--- src/rtl/mrs_regs.svh ---
// Register offsets, field positions, reset values and timing counts of the reset sequencer
`ifndef MRS_REGS_SVH
`define MRS_REGS_SVH
// Summary of operation
// - Chip reset from pin, halted pin, watchdog
// - Watchdog in halt: warm reset, PC/SP only
// - Flags follow cause table; power-up clears both
// - Startup timer holds core 1024 clocks
// - Option load delay skipped on watchdog and wake-event halt wake-ups
// - Chip reset: PC 000H, ints off, inputs
// - Watchdog cleared, counts after master reset
// - Non-warm resets load register default values
// - Data registers keep contents, counts unknown
// - Warm reset clears PC and SP only
// - Halt sets powerdown, clears timeout; clear-instr clears powerdown
// - Halt left by pin, interrupt, port, watchdog
// ----------------------------------------------------------------
// Register offsets (byte addresses)
// ----------------------------------------------------------------
`define MRS_OFS_FLAGS      8'h00
`define MRS_OFS_IRQ_STATUS 8'h04
`define MRS_OFS_IRQ_CLEAR  8'h08
`define MRS_OFS_IRQ_ENABLE 8'h0C
// ----------------------------------------------------------------
// Field positions
// ----------------------------------------------------------------
`define MRS_FLAG_TIMEOUT   0
`define MRS_FLAG_POWERDOWN 1
`define MRS_FLAG_STATE_LO  2
`define MRS_EV_CHIP        0
`define MRS_EV_WARM        1
`define MRS_EV_HALT        2
`define MRS_EV_WAKE        3
// ----------------------------------------------------------------
// Reset values and register defaults
// ----------------------------------------------------------------
`define MRS_IRQ_RESET      4'h0
`define MRS_PCL_DEFAULT    8'h00
`define MRS_PORT_DEFAULT   8'hFF
`define MRS_TIMER0_CONTROL_DEFAULT  8'h08
`define MRS_CONVERTER_CONTROL_DEFAULT   8'h40
`define MRS_AMPLIFIER_CONTROL_DEFAULT   8'h08
`define MRS_INTERRUPT_CONTROL0_DEFAULT  8'h00
// ----------------------------------------------------------------
// Timing counts (system clock periods)
// ----------------------------------------------------------------
`define MRS_SST_CYCLES     11'd1024
`define MRS_OPT_CYCLES     16
`endif

--- src/rtl/mrs_pkg.sv ---
// Types shared by the reset sequencer
package mrs_pkg;
	// Sequencer states
	typedef enum logic [1:0] {
		MRS_OPTION_LOAD,
		MRS_STARTUP,
		MRS_RUN,
		MRS_HALT
	} mrs_state_e;
	// Event vector width of the interrupt registers
	typedef logic [3:0] mrs_event_t;
endpackage

--- src/rtl/mrs_reset_sequencer.sv ---
// Reset sequencer: cause tracking, startup delays, register defaults and AHB-Lite status port
//
// The AHB-Lite register port and the address map were left to the implementer.
`timescale 1ns/1ps
`include "mrs_regs.svh"
module mrs_reset_sequencer #(
	parameter int OPT_LOAD_CYCLES = `MRS_OPT_CYCLES
) (
	// System clock and power-up reset
	input  wire logic        hclk,
	input  wire logic        hresetn,
	// AHB-Lite slave
	input  wire logic        hsel,
	input  wire logic [7:0]  haddr,
	input  wire logic [1:0]  htrans,
	input  wire logic        hwrite,
	input  wire logic [2:0]  hsize,
	input  wire logic [31:0] hwdata,
	input  wire logic        hready,
	output logic      [31:0] hrdata,
	output logic             hreadyout,
	output logic             hresp,
	// External reset pin, asynchronous
	input  wire logic        external_reset_pin_n,
	// Core events, same clock
	input  wire logic        halt_exec,
	input  wire logic        watchdog_clear_instruction,
	input  wire logic        watchdog_overflow,
	input  wire logic        wake_event,
	// Core control
	output logic             core_reset_n,
	output logic             core_hold,
	output logic             warm_reset,
	output logic             load_defaults,
	output logic             halted,
	output logic             watchdog_clear,
	output logic             watchdog_run,
	// Register default values
	output logic      [7:0]  program_counter_low_default,
	output logic      [7:0]  port_default,
	output logic      [7:0]  timer0_control_default,
	output logic      [7:0]  converter_control_default,
	output logic      [7:0]  amplifier_control_default,
	output logic      [7:0]  interrupt_control0_default,
	// Interrupt
	output logic             irq
);

	// ----------------------------------------------------------------
	// Declarations
	// ----------------------------------------------------------------
	localparam logic [10:0] OPT_LAST = 11'(OPT_LOAD_CYCLES - 1); // Last option-load count
	localparam logic [10:0] SST_LAST = `MRS_SST_CYCLES - 11'd1;   // Last startup count

	logic                   pin_meta_q;      // First sync stage
	logic                   pin_sync_q;      // Synchronised pin, low = reset
	mrs_pkg::mrs_state_e    state_q;         // Sequencer state
	mrs_pkg::mrs_state_e    state_d;         // Next state
	logic [10:0]            cnt_q;           // Delay counter
	logic [10:0]            cnt_d;           // Next count
	logic                   chip_q;          // Current delay belongs to a chip reset
	logic                   chip_d;          // Next chip marker
	logic                   timeout_q;       // Watchdog timeout flag
	logic                   powerdown_q;     // Powerdown flag
	logic                   warm_q;          // Warm reset pulse
	mrs_pkg::mrs_event_t    ev;              // Events this cycle
	mrs_pkg::mrs_event_t    irq_st_q;        // Sticky status
	mrs_pkg::mrs_event_t    irq_en_q;        // Enable mask
	mrs_pkg::mrs_event_t    irq_clr;         // Clear strobe
	logic                   wr_pend_q;       // Write data phase pending
	logic [7:0]             wr_addr_q;       // Write address
	logic [31:0]            hrdata_q;        // Read data
	logic                   addr_ok;         // Valid address phase
	logic                   pin_low;         // Reset pin asserted
	logic                   run_s;           // In normal run
	logic                   halt_s;          // In halt
	logic [10:0]            hold_len_q;      // Cycles held so far in the current stall

	assign pin_low = !pin_sync_q;
	assign run_s   = (state_q == mrs_pkg::MRS_RUN);
	assign halt_s  = (state_q == mrs_pkg::MRS_HALT);

	// ----------------------------------------------------------------
	// Pin synchroniser
	// ----------------------------------------------------------------
	// Two stages; only the second is read by any logic
	always_ff @(posedge hclk or negedge hresetn) begin
		if (!hresetn) begin
			pin_meta_q <= 1'b0;
			pin_sync_q <= 1'b0;
		end else begin
			pin_meta_q <= external_reset_pin_n;
			pin_sync_q <= pin_meta_q;
		end
	end

	// ----------------------------------------------------------------
	// Sequencer
	// ----------------------------------------------------------------
	// Next state; pin wins over watchdog, watchdog over halt and wake
	always_comb begin
		state_d = state_q;
		cnt_d   = cnt_q;
		chip_d  = chip_q;
		case (state_q)
			mrs_pkg::MRS_OPTION_LOAD: begin
				// Held at zero while the pin stays low
				if (pin_low) begin
					cnt_d = '0;
				end else if (cnt_q == OPT_LAST) begin
					state_d = mrs_pkg::MRS_STARTUP;
					cnt_d   = '0;
				end else begin
					cnt_d = cnt_q + 11'd1;
				end
			end
			mrs_pkg::MRS_STARTUP: begin
				if (pin_low) begin
					state_d = mrs_pkg::MRS_OPTION_LOAD;
					cnt_d   = '0;
					chip_d  = 1'b1;
				end else if (cnt_q == SST_LAST) begin
					state_d = mrs_pkg::MRS_RUN;
					cnt_d   = '0;
					chip_d  = 1'b0;
				end else begin
					cnt_d = cnt_q + 11'd1;
				end
			end
			mrs_pkg::MRS_RUN: begin
				// Pin or watchdog: full chip reset with option load
				if (pin_low || watchdog_overflow) begin
					state_d = mrs_pkg::MRS_OPTION_LOAD;
					cnt_d   = '0;
					chip_d  = 1'b1;
				end else if (halt_exec) begin
					state_d = mrs_pkg::MRS_HALT;
				end
			end
			mrs_pkg::MRS_HALT: begin
				if (pin_low) begin
					state_d = mrs_pkg::MRS_OPTION_LOAD;
					cnt_d   = '0;
					chip_d  = 1'b1;
				end else if (watchdog_overflow || wake_event) begin
					// No option load on a watchdog or wake-event halt wake-up
					state_d = mrs_pkg::MRS_STARTUP;
					cnt_d   = '0;
				end
			end
			default: begin
				state_d = mrs_pkg::MRS_OPTION_LOAD;
				cnt_d   = '0;
				chip_d  = 1'b1;
			end
		endcase
	end

	// State registers; power-up starts in option load
	always_ff @(posedge hclk or negedge hresetn) begin
		if (!hresetn) begin
			state_q <= mrs_pkg::MRS_OPTION_LOAD;
			cnt_q   <= '0;
			chip_q  <= 1'b1;
		end else begin
			state_q <= state_d;
			cnt_q   <= cnt_d;
			chip_q  <= chip_d;
		end
	end

	// Warm reset pulse: watchdog overflow while halted
	always_ff @(posedge hclk or negedge hresetn) begin
		if (!hresetn) begin
			warm_q <= 1'b0;
		end else begin
			warm_q <= halt_s && !pin_low && watchdog_overflow;
		end
	end

	// ----------------------------------------------------------------
	// Cause flags
	// ----------------------------------------------------------------
	// Power-up clears both; pin in run leaves them as they are
	always_ff @(posedge hclk or negedge hresetn) begin
		if (!hresetn) begin
			timeout_q   <= 1'b0;
			powerdown_q <= 1'b0;
		end else if (halt_s && pin_low) begin
			timeout_q   <= 1'b0;
			powerdown_q <= 1'b1;
		end else if (halt_s && watchdog_overflow) begin
			timeout_q   <= 1'b1;
			powerdown_q <= 1'b1;
		end else if (run_s && !pin_low && watchdog_overflow) begin
			timeout_q   <= 1'b1;
		end else if (run_s && !pin_low && halt_exec) begin
			timeout_q   <= 1'b0;
			powerdown_q <= 1'b1;
		end else if (run_s && !pin_low && watchdog_clear_instruction) begin
			powerdown_q <= 1'b0;
		end
	end

	// ----------------------------------------------------------------
	// Core control outputs
	// ----------------------------------------------------------------
	// Reset held through option load and the startup count that follows it
	assign core_reset_n   = !(state_q == mrs_pkg::MRS_OPTION_LOAD ||
	                          (state_q == mrs_pkg::MRS_STARTUP && chip_q));
	// Wake-up delay stalls the core without resetting it
	assign core_hold      = (state_q == mrs_pkg::MRS_STARTUP) && !chip_q;
	assign warm_reset     = warm_q;
	// Defaults apply on chip resets only; the warm reset never loads them.
	// Accumulator and pointers get no strobe, so they keep their contents.
	assign load_defaults  = !core_reset_n;
	assign halted         = halt_s;
	// Watchdog held clear during reset, free once master reset ends
	assign watchdog_clear = !core_reset_n;
	assign watchdog_run   = core_reset_n;

	// Program counter to 000H, interrupts and timers off, ports input
	assign program_counter_low_default = `MRS_PCL_DEFAULT;
	assign port_default                = `MRS_PORT_DEFAULT;
	assign timer0_control_default      = `MRS_TIMER0_CONTROL_DEFAULT;
	assign converter_control_default   = `MRS_CONVERTER_CONTROL_DEFAULT;
	assign amplifier_control_default   = `MRS_AMPLIFIER_CONTROL_DEFAULT;
	assign interrupt_control0_default  = `MRS_INTERRUPT_CONTROL0_DEFAULT;

	// ----------------------------------------------------------------
	// Interrupt logic
	// ----------------------------------------------------------------
	// Events observed on state transitions
	always_comb begin
		ev                = '0;
		ev[`MRS_EV_CHIP]  = (state_d == mrs_pkg::MRS_OPTION_LOAD) &&
		                    (state_q != mrs_pkg::MRS_OPTION_LOAD);
		ev[`MRS_EV_WARM]  = halt_s && !pin_low && watchdog_overflow;
		ev[`MRS_EV_HALT]  = (state_d == mrs_pkg::MRS_HALT) && run_s;
		ev[`MRS_EV_WAKE]  = halt_s && (state_d == mrs_pkg::MRS_STARTUP);
	end

	// Clear strobe from a write to the clear register
	assign irq_clr = (wr_pend_q && wr_addr_q == `MRS_OFS_IRQ_CLEAR) ? hwdata[3:0] : 4'h0;

	// Sticky status; an event in the clearing cycle wins
	always_ff @(posedge hclk or negedge hresetn) begin
		if (!hresetn) begin
			irq_st_q <= `MRS_IRQ_RESET;
		end else begin
			irq_st_q <= (irq_st_q & ~irq_clr) | ev;
		end
	end

	// Enable mask
	always_ff @(posedge hclk or negedge hresetn) begin
		if (!hresetn) begin
			irq_en_q <= `MRS_IRQ_RESET;
		end else if (wr_pend_q && wr_addr_q == `MRS_OFS_IRQ_ENABLE) begin
			irq_en_q <= hwdata[3:0];
		end
	end

	assign irq = |(irq_st_q & irq_en_q);

	// ----------------------------------------------------------------
	// AHB-Lite slave
	// ----------------------------------------------------------------
	// Zero wait states, always OKAY
	assign hreadyout = 1'b1;
	assign hresp     = 1'b0;
	assign addr_ok   = hsel && htrans[1] && hready;
	assign hrdata    = hrdata_q;

	// Write address captured in the address phase
	always_ff @(posedge hclk or negedge hresetn) begin
		if (!hresetn) begin
			wr_pend_q <= 1'b0;
			wr_addr_q <= '0;
		end else begin
			wr_pend_q <= addr_ok && hwrite;
			wr_addr_q <= haddr;
		end
	end

	// Read data registered in the address phase; unmapped reads return zero.
	// Firmware tells the reset cause from the two flags here.
	always_ff @(posedge hclk or negedge hresetn) begin
		if (!hresetn) begin
			hrdata_q <= '0;
		end else if (addr_ok && !hwrite) begin
			case (haddr)
				`MRS_OFS_FLAGS:      hrdata_q <= {28'h000_0000, 2'(state_q), powerdown_q, timeout_q};
				`MRS_OFS_IRQ_STATUS: hrdata_q <= {28'h000_0000, irq_st_q};
				`MRS_OFS_IRQ_ENABLE: hrdata_q <= {28'h000_0000, irq_en_q};
				default:             hrdata_q <= '0;
			endcase
		end
	end

	// ----------------------------------------------------------------
	// Assertions
	// ----------------------------------------------------------------
	// Stall length counter; a long delay chain would be far too slow to check
	always_ff @(posedge hclk or negedge hresetn) begin
		if (!hresetn) begin
			hold_len_q <= '0;
		end else if (core_hold) begin
			hold_len_q <= hold_len_q + 11'd1;
		end else begin
			hold_len_q <= '0;
		end
	end

	halt_flags_a: assert property (@(posedge hclk) disable iff (!hresetn)
		run_s && pin_sync_q && !watchdog_overflow && halt_exec |=> powerdown_q && !timeout_q && halted)
		else $error("halt entry flags wrong");

	warm_flags_a: assert property (@(posedge hclk) disable iff (!hresetn)
		halt_s && pin_sync_q && watchdog_overflow |=> timeout_q && powerdown_q && warm_reset)
		else $error("watchdog halt wake flags wrong");

	pin_halt_a: assert property (@(posedge hclk) disable iff (!hresetn)
		halt_s && pin_low |=> !timeout_q && powerdown_q && !core_reset_n)
		else $error("pin halt wake flags wrong");

	pin_run_a: assert property (@(posedge hclk) disable iff (!hresetn)
		run_s && pin_low |=> $stable(timeout_q) && $stable(powerdown_q))
		else $error("pin reset in run changed flags");

	sst_exit_a: assert property (@(posedge hclk) disable iff (!hresetn)
		$rose(run_s) |-> $past(cnt_q) == SST_LAST && $past(state_q) == mrs_pkg::MRS_STARTUP)
		else $error("startup delay length wrong");

	warm_only_a: assert property (@(posedge hclk) disable iff (!hresetn)
		warm_reset |-> core_reset_n && !load_defaults && core_hold)
		else $error("warm reset disturbed core state");

	release_a: assert property (@(posedge hclk) disable iff (!hresetn)
		$rose(core_reset_n) |-> $past(cnt_q) == SST_LAST && $past(pin_sync_q))
		else $error("reset released early");

	wake_a: assert property (@(posedge hclk) disable iff (!hresetn)
		halt_s && pin_sync_q && wake_event |=> core_hold && hold_len_q == 11'd0)
		else $error("wake-up did not start the delay");

	hold_len_a: assert property (@(posedge hclk) disable iff (!hresetn)
		$fell(core_hold) && run_s |-> hold_len_q == `MRS_SST_CYCLES)
		else $error("wake-up delay length wrong");

	wdt_run_a: assert property (@(posedge hclk) disable iff (!hresetn)
		run_s && pin_sync_q && watchdog_overflow |=> watchdog_clear && !watchdog_run)
		else $error("watchdog not cleared on chip reset");

endmodule

--- config.mk ---
export PLATFORM = sky130hd
export DESIGN_NAME = mrs_reset_sequencer
export DESIGN_NICKNAME = d
export VERILOG_FILES = /design/src/rtl/mrs_pkg.sv /design/src/rtl/mrs_reset_sequencer.sv
export VERILOG_INCLUDE_DIRS = /design/src /design/src/rtl
export SDC_FILE = /design/constraint.sdc
export NUM_CORES = 1
export LEC_CHECK = 0
export ABC_AREA = 1
export BUFFER_PORTS_ARGS = -buffer_cell sky130_fd_sc_hd__buf_2
export CAP_MARGIN = 30
export CELL_PAD_IN_SITES_DETAIL_PLACEMENT = 0
export CELL_PAD_IN_SITES_GLOBAL_PLACEMENT = 1
export CORE_AREA = 2 2 92 94
export DETAILED_ROUTE_END_ITERATION = 10
export DIE_AREA = 0 0 94 96
export GPL_ROUTABILITY_DRIVEN = 0
export PLACE_DENSITY_LB_ADDON = 0.05
export SYNTH_ARGS = -nofsm -noshare
export SYNTH_HDL_FRONTEND = slang
export SYNTH_SLANG_ARGS = --single-unit
export TNS_END_PERCENT = 100
--- constraint.sdc ---
create_clock -name hclk -period 3.81 [get_ports hclk]
set_clock_uncertainty 0.15 [all_clocks]
set_input_delay 0 -clock hclk [delete_from_list [all_inputs] [get_ports hclk]]
set_output_delay 0 -clock hclk [all_outputs]
set_load 0.02 [all_outputs]
==> impl_metrics.py <==
metrics = {
    "critical_path": {
        "worst_setup_path_start_kind": "register",
        "timing.rr.start": "state_q[1]",
        "reg2reg_depth": 9,
        "crit_required_ps": 3890,
        "rrSetupSlack_ps": 1920,
        "path_class": "reg -> reg",
        "cp.arrival_ps": 1980,
        "cp_max_fo": 7,
        "end_kind": "register",
        "rr_endpoint": "powerdown_q",
    },
    "drt": {
        "drt_first_pass_iters": 4,
        "routed_wirelength_um": 5490,
        "drtIter0Drc": 58,
        "antenna_left": 0,
        "wl_per_cell_um": 10.8,
        "detail_route.vias_per_cell": 3.87,
        "vias": 1973,
        "drc": 0,
    },
    "yosys": {
        "ys_ff_latch": 40,
        "synth_area_um2": 2600,
        "synth_area_leaders": "dfrtp_1, buf_4, nand2_1",
        "netlist-cell-type-count": 26,
        "synth-seq-area-share_pct": 38.5,
        "synthDominantCellAreaShare_pct": 37.5,
        "yosys.area.top_type": "dfrtp_1",
        "syn_inst": 345,
        "syn_area_per_cell_um2": 7.54,
        "yosysWarnings": 0,
    },
    "sta": {
        "rsz0062_at_grt": "false",
        "slew_viol_final": 0,
        "worst_pin_slew_ps": 502,
        "fin_setup_tns_ps": 0,
        "whs_ps": 3.57,
        "layout_setup_ws_ps": 1920,
        "fmax_ghz": 0.528,
        "layout_min_cycle_time_ps": 1890,
        "max_slew_margin_pct": 66.3,
        "final.period_utilization_pct": 49.7,
        "setup_viol": 0,
        "hold_viol_final": 0,
    },
    "floorplanning": {
        "dieArea_um2": 9020,
        "io_pins": 145,
        "fp.dieW_um": 94,
        "fp.dieH_um": 96,
        "initial_core_util_pct": 32.3,
        "coreArea_um2": 8050,
        "rows": 33,
    },
    "power": {
        "p_switching_w": 0.000282,
        "p_leak_nw": 1.62,
        "p_comb_share_pct": 15.3,
        "power_density_nw_per_um2": 348,
        "internal_power_w": 0.000747,
        "swShare_pct": 27.4,
        "p_clk_share_pct": 39.9,
        "seqPwrFrac_pct": 44.8,
        "ir_drop_mv": 0.197,
    },
    "global_route": {
        "grt_pass1_wl_um": 8720,
        "grt_max_degree": 41,
        "grt_usage_pct": 12.4,
        "grt_overflow_total": 0,
        "antenna_found_initial": 0,
        "grt_pass1_vias": 1889,
    },
    "cells_and_area": {
        "ff_latch_area_um2": 1000,
        "multi_input_comb_area_um2": 1150,
        "nets": 461,
        "post-route-cell-area_um2": 2960,
        "num-fill-cells": 877,
        "drive_gt1_share_pct": 13.8,
        "synthToLayoutAreaGrowth_pct": 13.7,
        "antenna_cells": 0,
    },
    "placed_design": {
        "hpwlAfterDp_um": 4150,
        "portBuffers": 34,
        "placed_cell_area_um2": 2590,
        "dp_slack_ps": 2010,
    },
    "clocking": {
        "path_clk_slew_ps": 80,
        "cts_setup_buffers": 0,
        "cts.path.max_buffers": 2,
        "numCtsBuffers": 5,
        "ctsRootBufferMaster": "clkbuf_8",
        "post_cts_resized": 0,
        "cts_sinks": 40,
        "htree_levels": 2,
        "cts_tree": "yes",
        "clk_latency_ps": 290,
    },
    "worst_hold_path": {
        "min_path_type": "in -> async",
    },
    "job": {
        "cap_violations": 0,
    },
    "status": {
        "status": "completed",
    },
}
## flip-flops by register name, indices dropped and copies added, names as in the netlist
register,cells
powerdown_q,1
irq_st_q,4
warm_reset,1
pin_sync_q,1
wr_addr_q,8
state_q,2
hrdata,4
chip_q,1
wr_pend_q,1
timeout_q,1
pin_meta_q,1
irq_en_q,4
cnt_q,11
## cells in the final DEF, fill, tap and decap left out, drive strengths merged
cell         synthesis  final
a21boi               1      1
a21oi                4      4
a22oi                1      1
buf                 80     35
bufinv               0      2
clkbuf               0      5
conb                 2     78
dfrtp               39     39
dfstp                1      1
dlygate4sd3          0     22
ha                   1      1
inv                 37     37
nand2               86     86
nand3               37     37
nand3b               1      1
nand4                2      2
nor2                34     34
nor3                 5      5
o21a                 1      1
o21ai               11     11
or2                  1      1
xor2                 1      1
## through the flow
stage	util, %	power, W	cells
detailed placement	32.2	0.000608	480
floorplan	-	0.000633	421
finish	36.7	0.00103	510
CTS	36.5	0.00104	509
global route	36.7	0.00108	510
global placement	32.2	0.000607	480
## power by group through the flow
stage / combinational, W / clock (W) / sequential, W
CTS: 0.000155 / 0.000426 / 0.000461
detailed placement: 0.000139 / 0 / 0.000469
floorplan: 0.000167 / 0 / 0.000466
finish: 0.000157 / 0.000410 / 0.000461
global placement: 0.000138 / 0 / 0.000469
global route: 0.000175 / 0.000444 / 0.000463
## per-layer routing
metal	routed length (um)	global-route usage, %	vias to the layer above
li1	-	-	1034
met5	0	0	-
met2	2710	22.0	52
met3	223	2.43	5
met1	2510	15.4	882
met4	48	3.62	0
## repair_timing
action | in CTS | in global routing
hold endpoints to repair | 65 | 0
endpoints found under the setup margin | 0 | 0
hold buffers | 22 | 0
## critical path, cell delays in order, from the launching register on
cell	delay, ps
dfrtp_1	500
inv_1	120
nor2_1	130
nand2_1	80
inv_1	70
nand2_1	60
nand2_1	50
o21ai_0	80
nand2_1	60
dlygate4sd3_1	530
## cell families after synthesis
kind of cell | count (synthesis) | share of synthesized area [%]
XOR/XNOR | 1 | 0.337
other | 2 | 0.289
adder cells (fa/ha/maj) | 1 | 0.481
AND/OR/NAND/NOR | 166 | 28.2
flip-flops | 40 | 38.5
buffers and inverters | 117 | 28.4
AO/OA/AOI/OAI | 18 | 3.75
## layout make-up
class / count / share of cell area, %
multi-input cells: 264 / 38.7
flip-flops and latches: 40 / 33.9
repair buffers: 57 / 13.9
inverters: 37 / 4.70
well taps: 105 / 4.44
clock buffers: 5 / 2.33
clock inverters: 2 / 2.03
## how the worst max path moves through the flow
| stage | startpoint | to | slack (ps) | cells after the start |
|---|---|---|---|---|
| finish | state_q[1] | powerdown_q | 1920 | 9 |
| CTS | state_q[1] | powerdown_q | 1910 | 9 |
| global route | state_q[1] | powerdown_q | 1810 | 9 |
| floorplan | state_q[0] | watchdog_clear | 2070 | 4 |
| global placement | cnt_q[0] | cnt_q[2] | 2010 | 8 |
| detailed placement | cnt_q[0] | cnt_q[2] | 2010 | 8 |
## cells in the mapped netlist
master and instances:
a21boi_1 1, a21oi_1 4, a22oi_1 1, buf_4 80
conb_1 2, dfrtp_1 39, dfstp_2 1, ha_1 1
inv_1 36, inv_2 1, nand2_1 84, nand2_2 2
nand3_1 35, nand3_2 2, nand3b_1 1, nand4_1 2
nor2_1 29, nor2_2 3, nor2_4 2, nor3_1 3
nor3_2 2, o21a_1 1, o21ai_0 10, o21ai_1 1
or2_2 1, xor2_1 1
No activity file was read; power rests on OpenSTA's default activity.
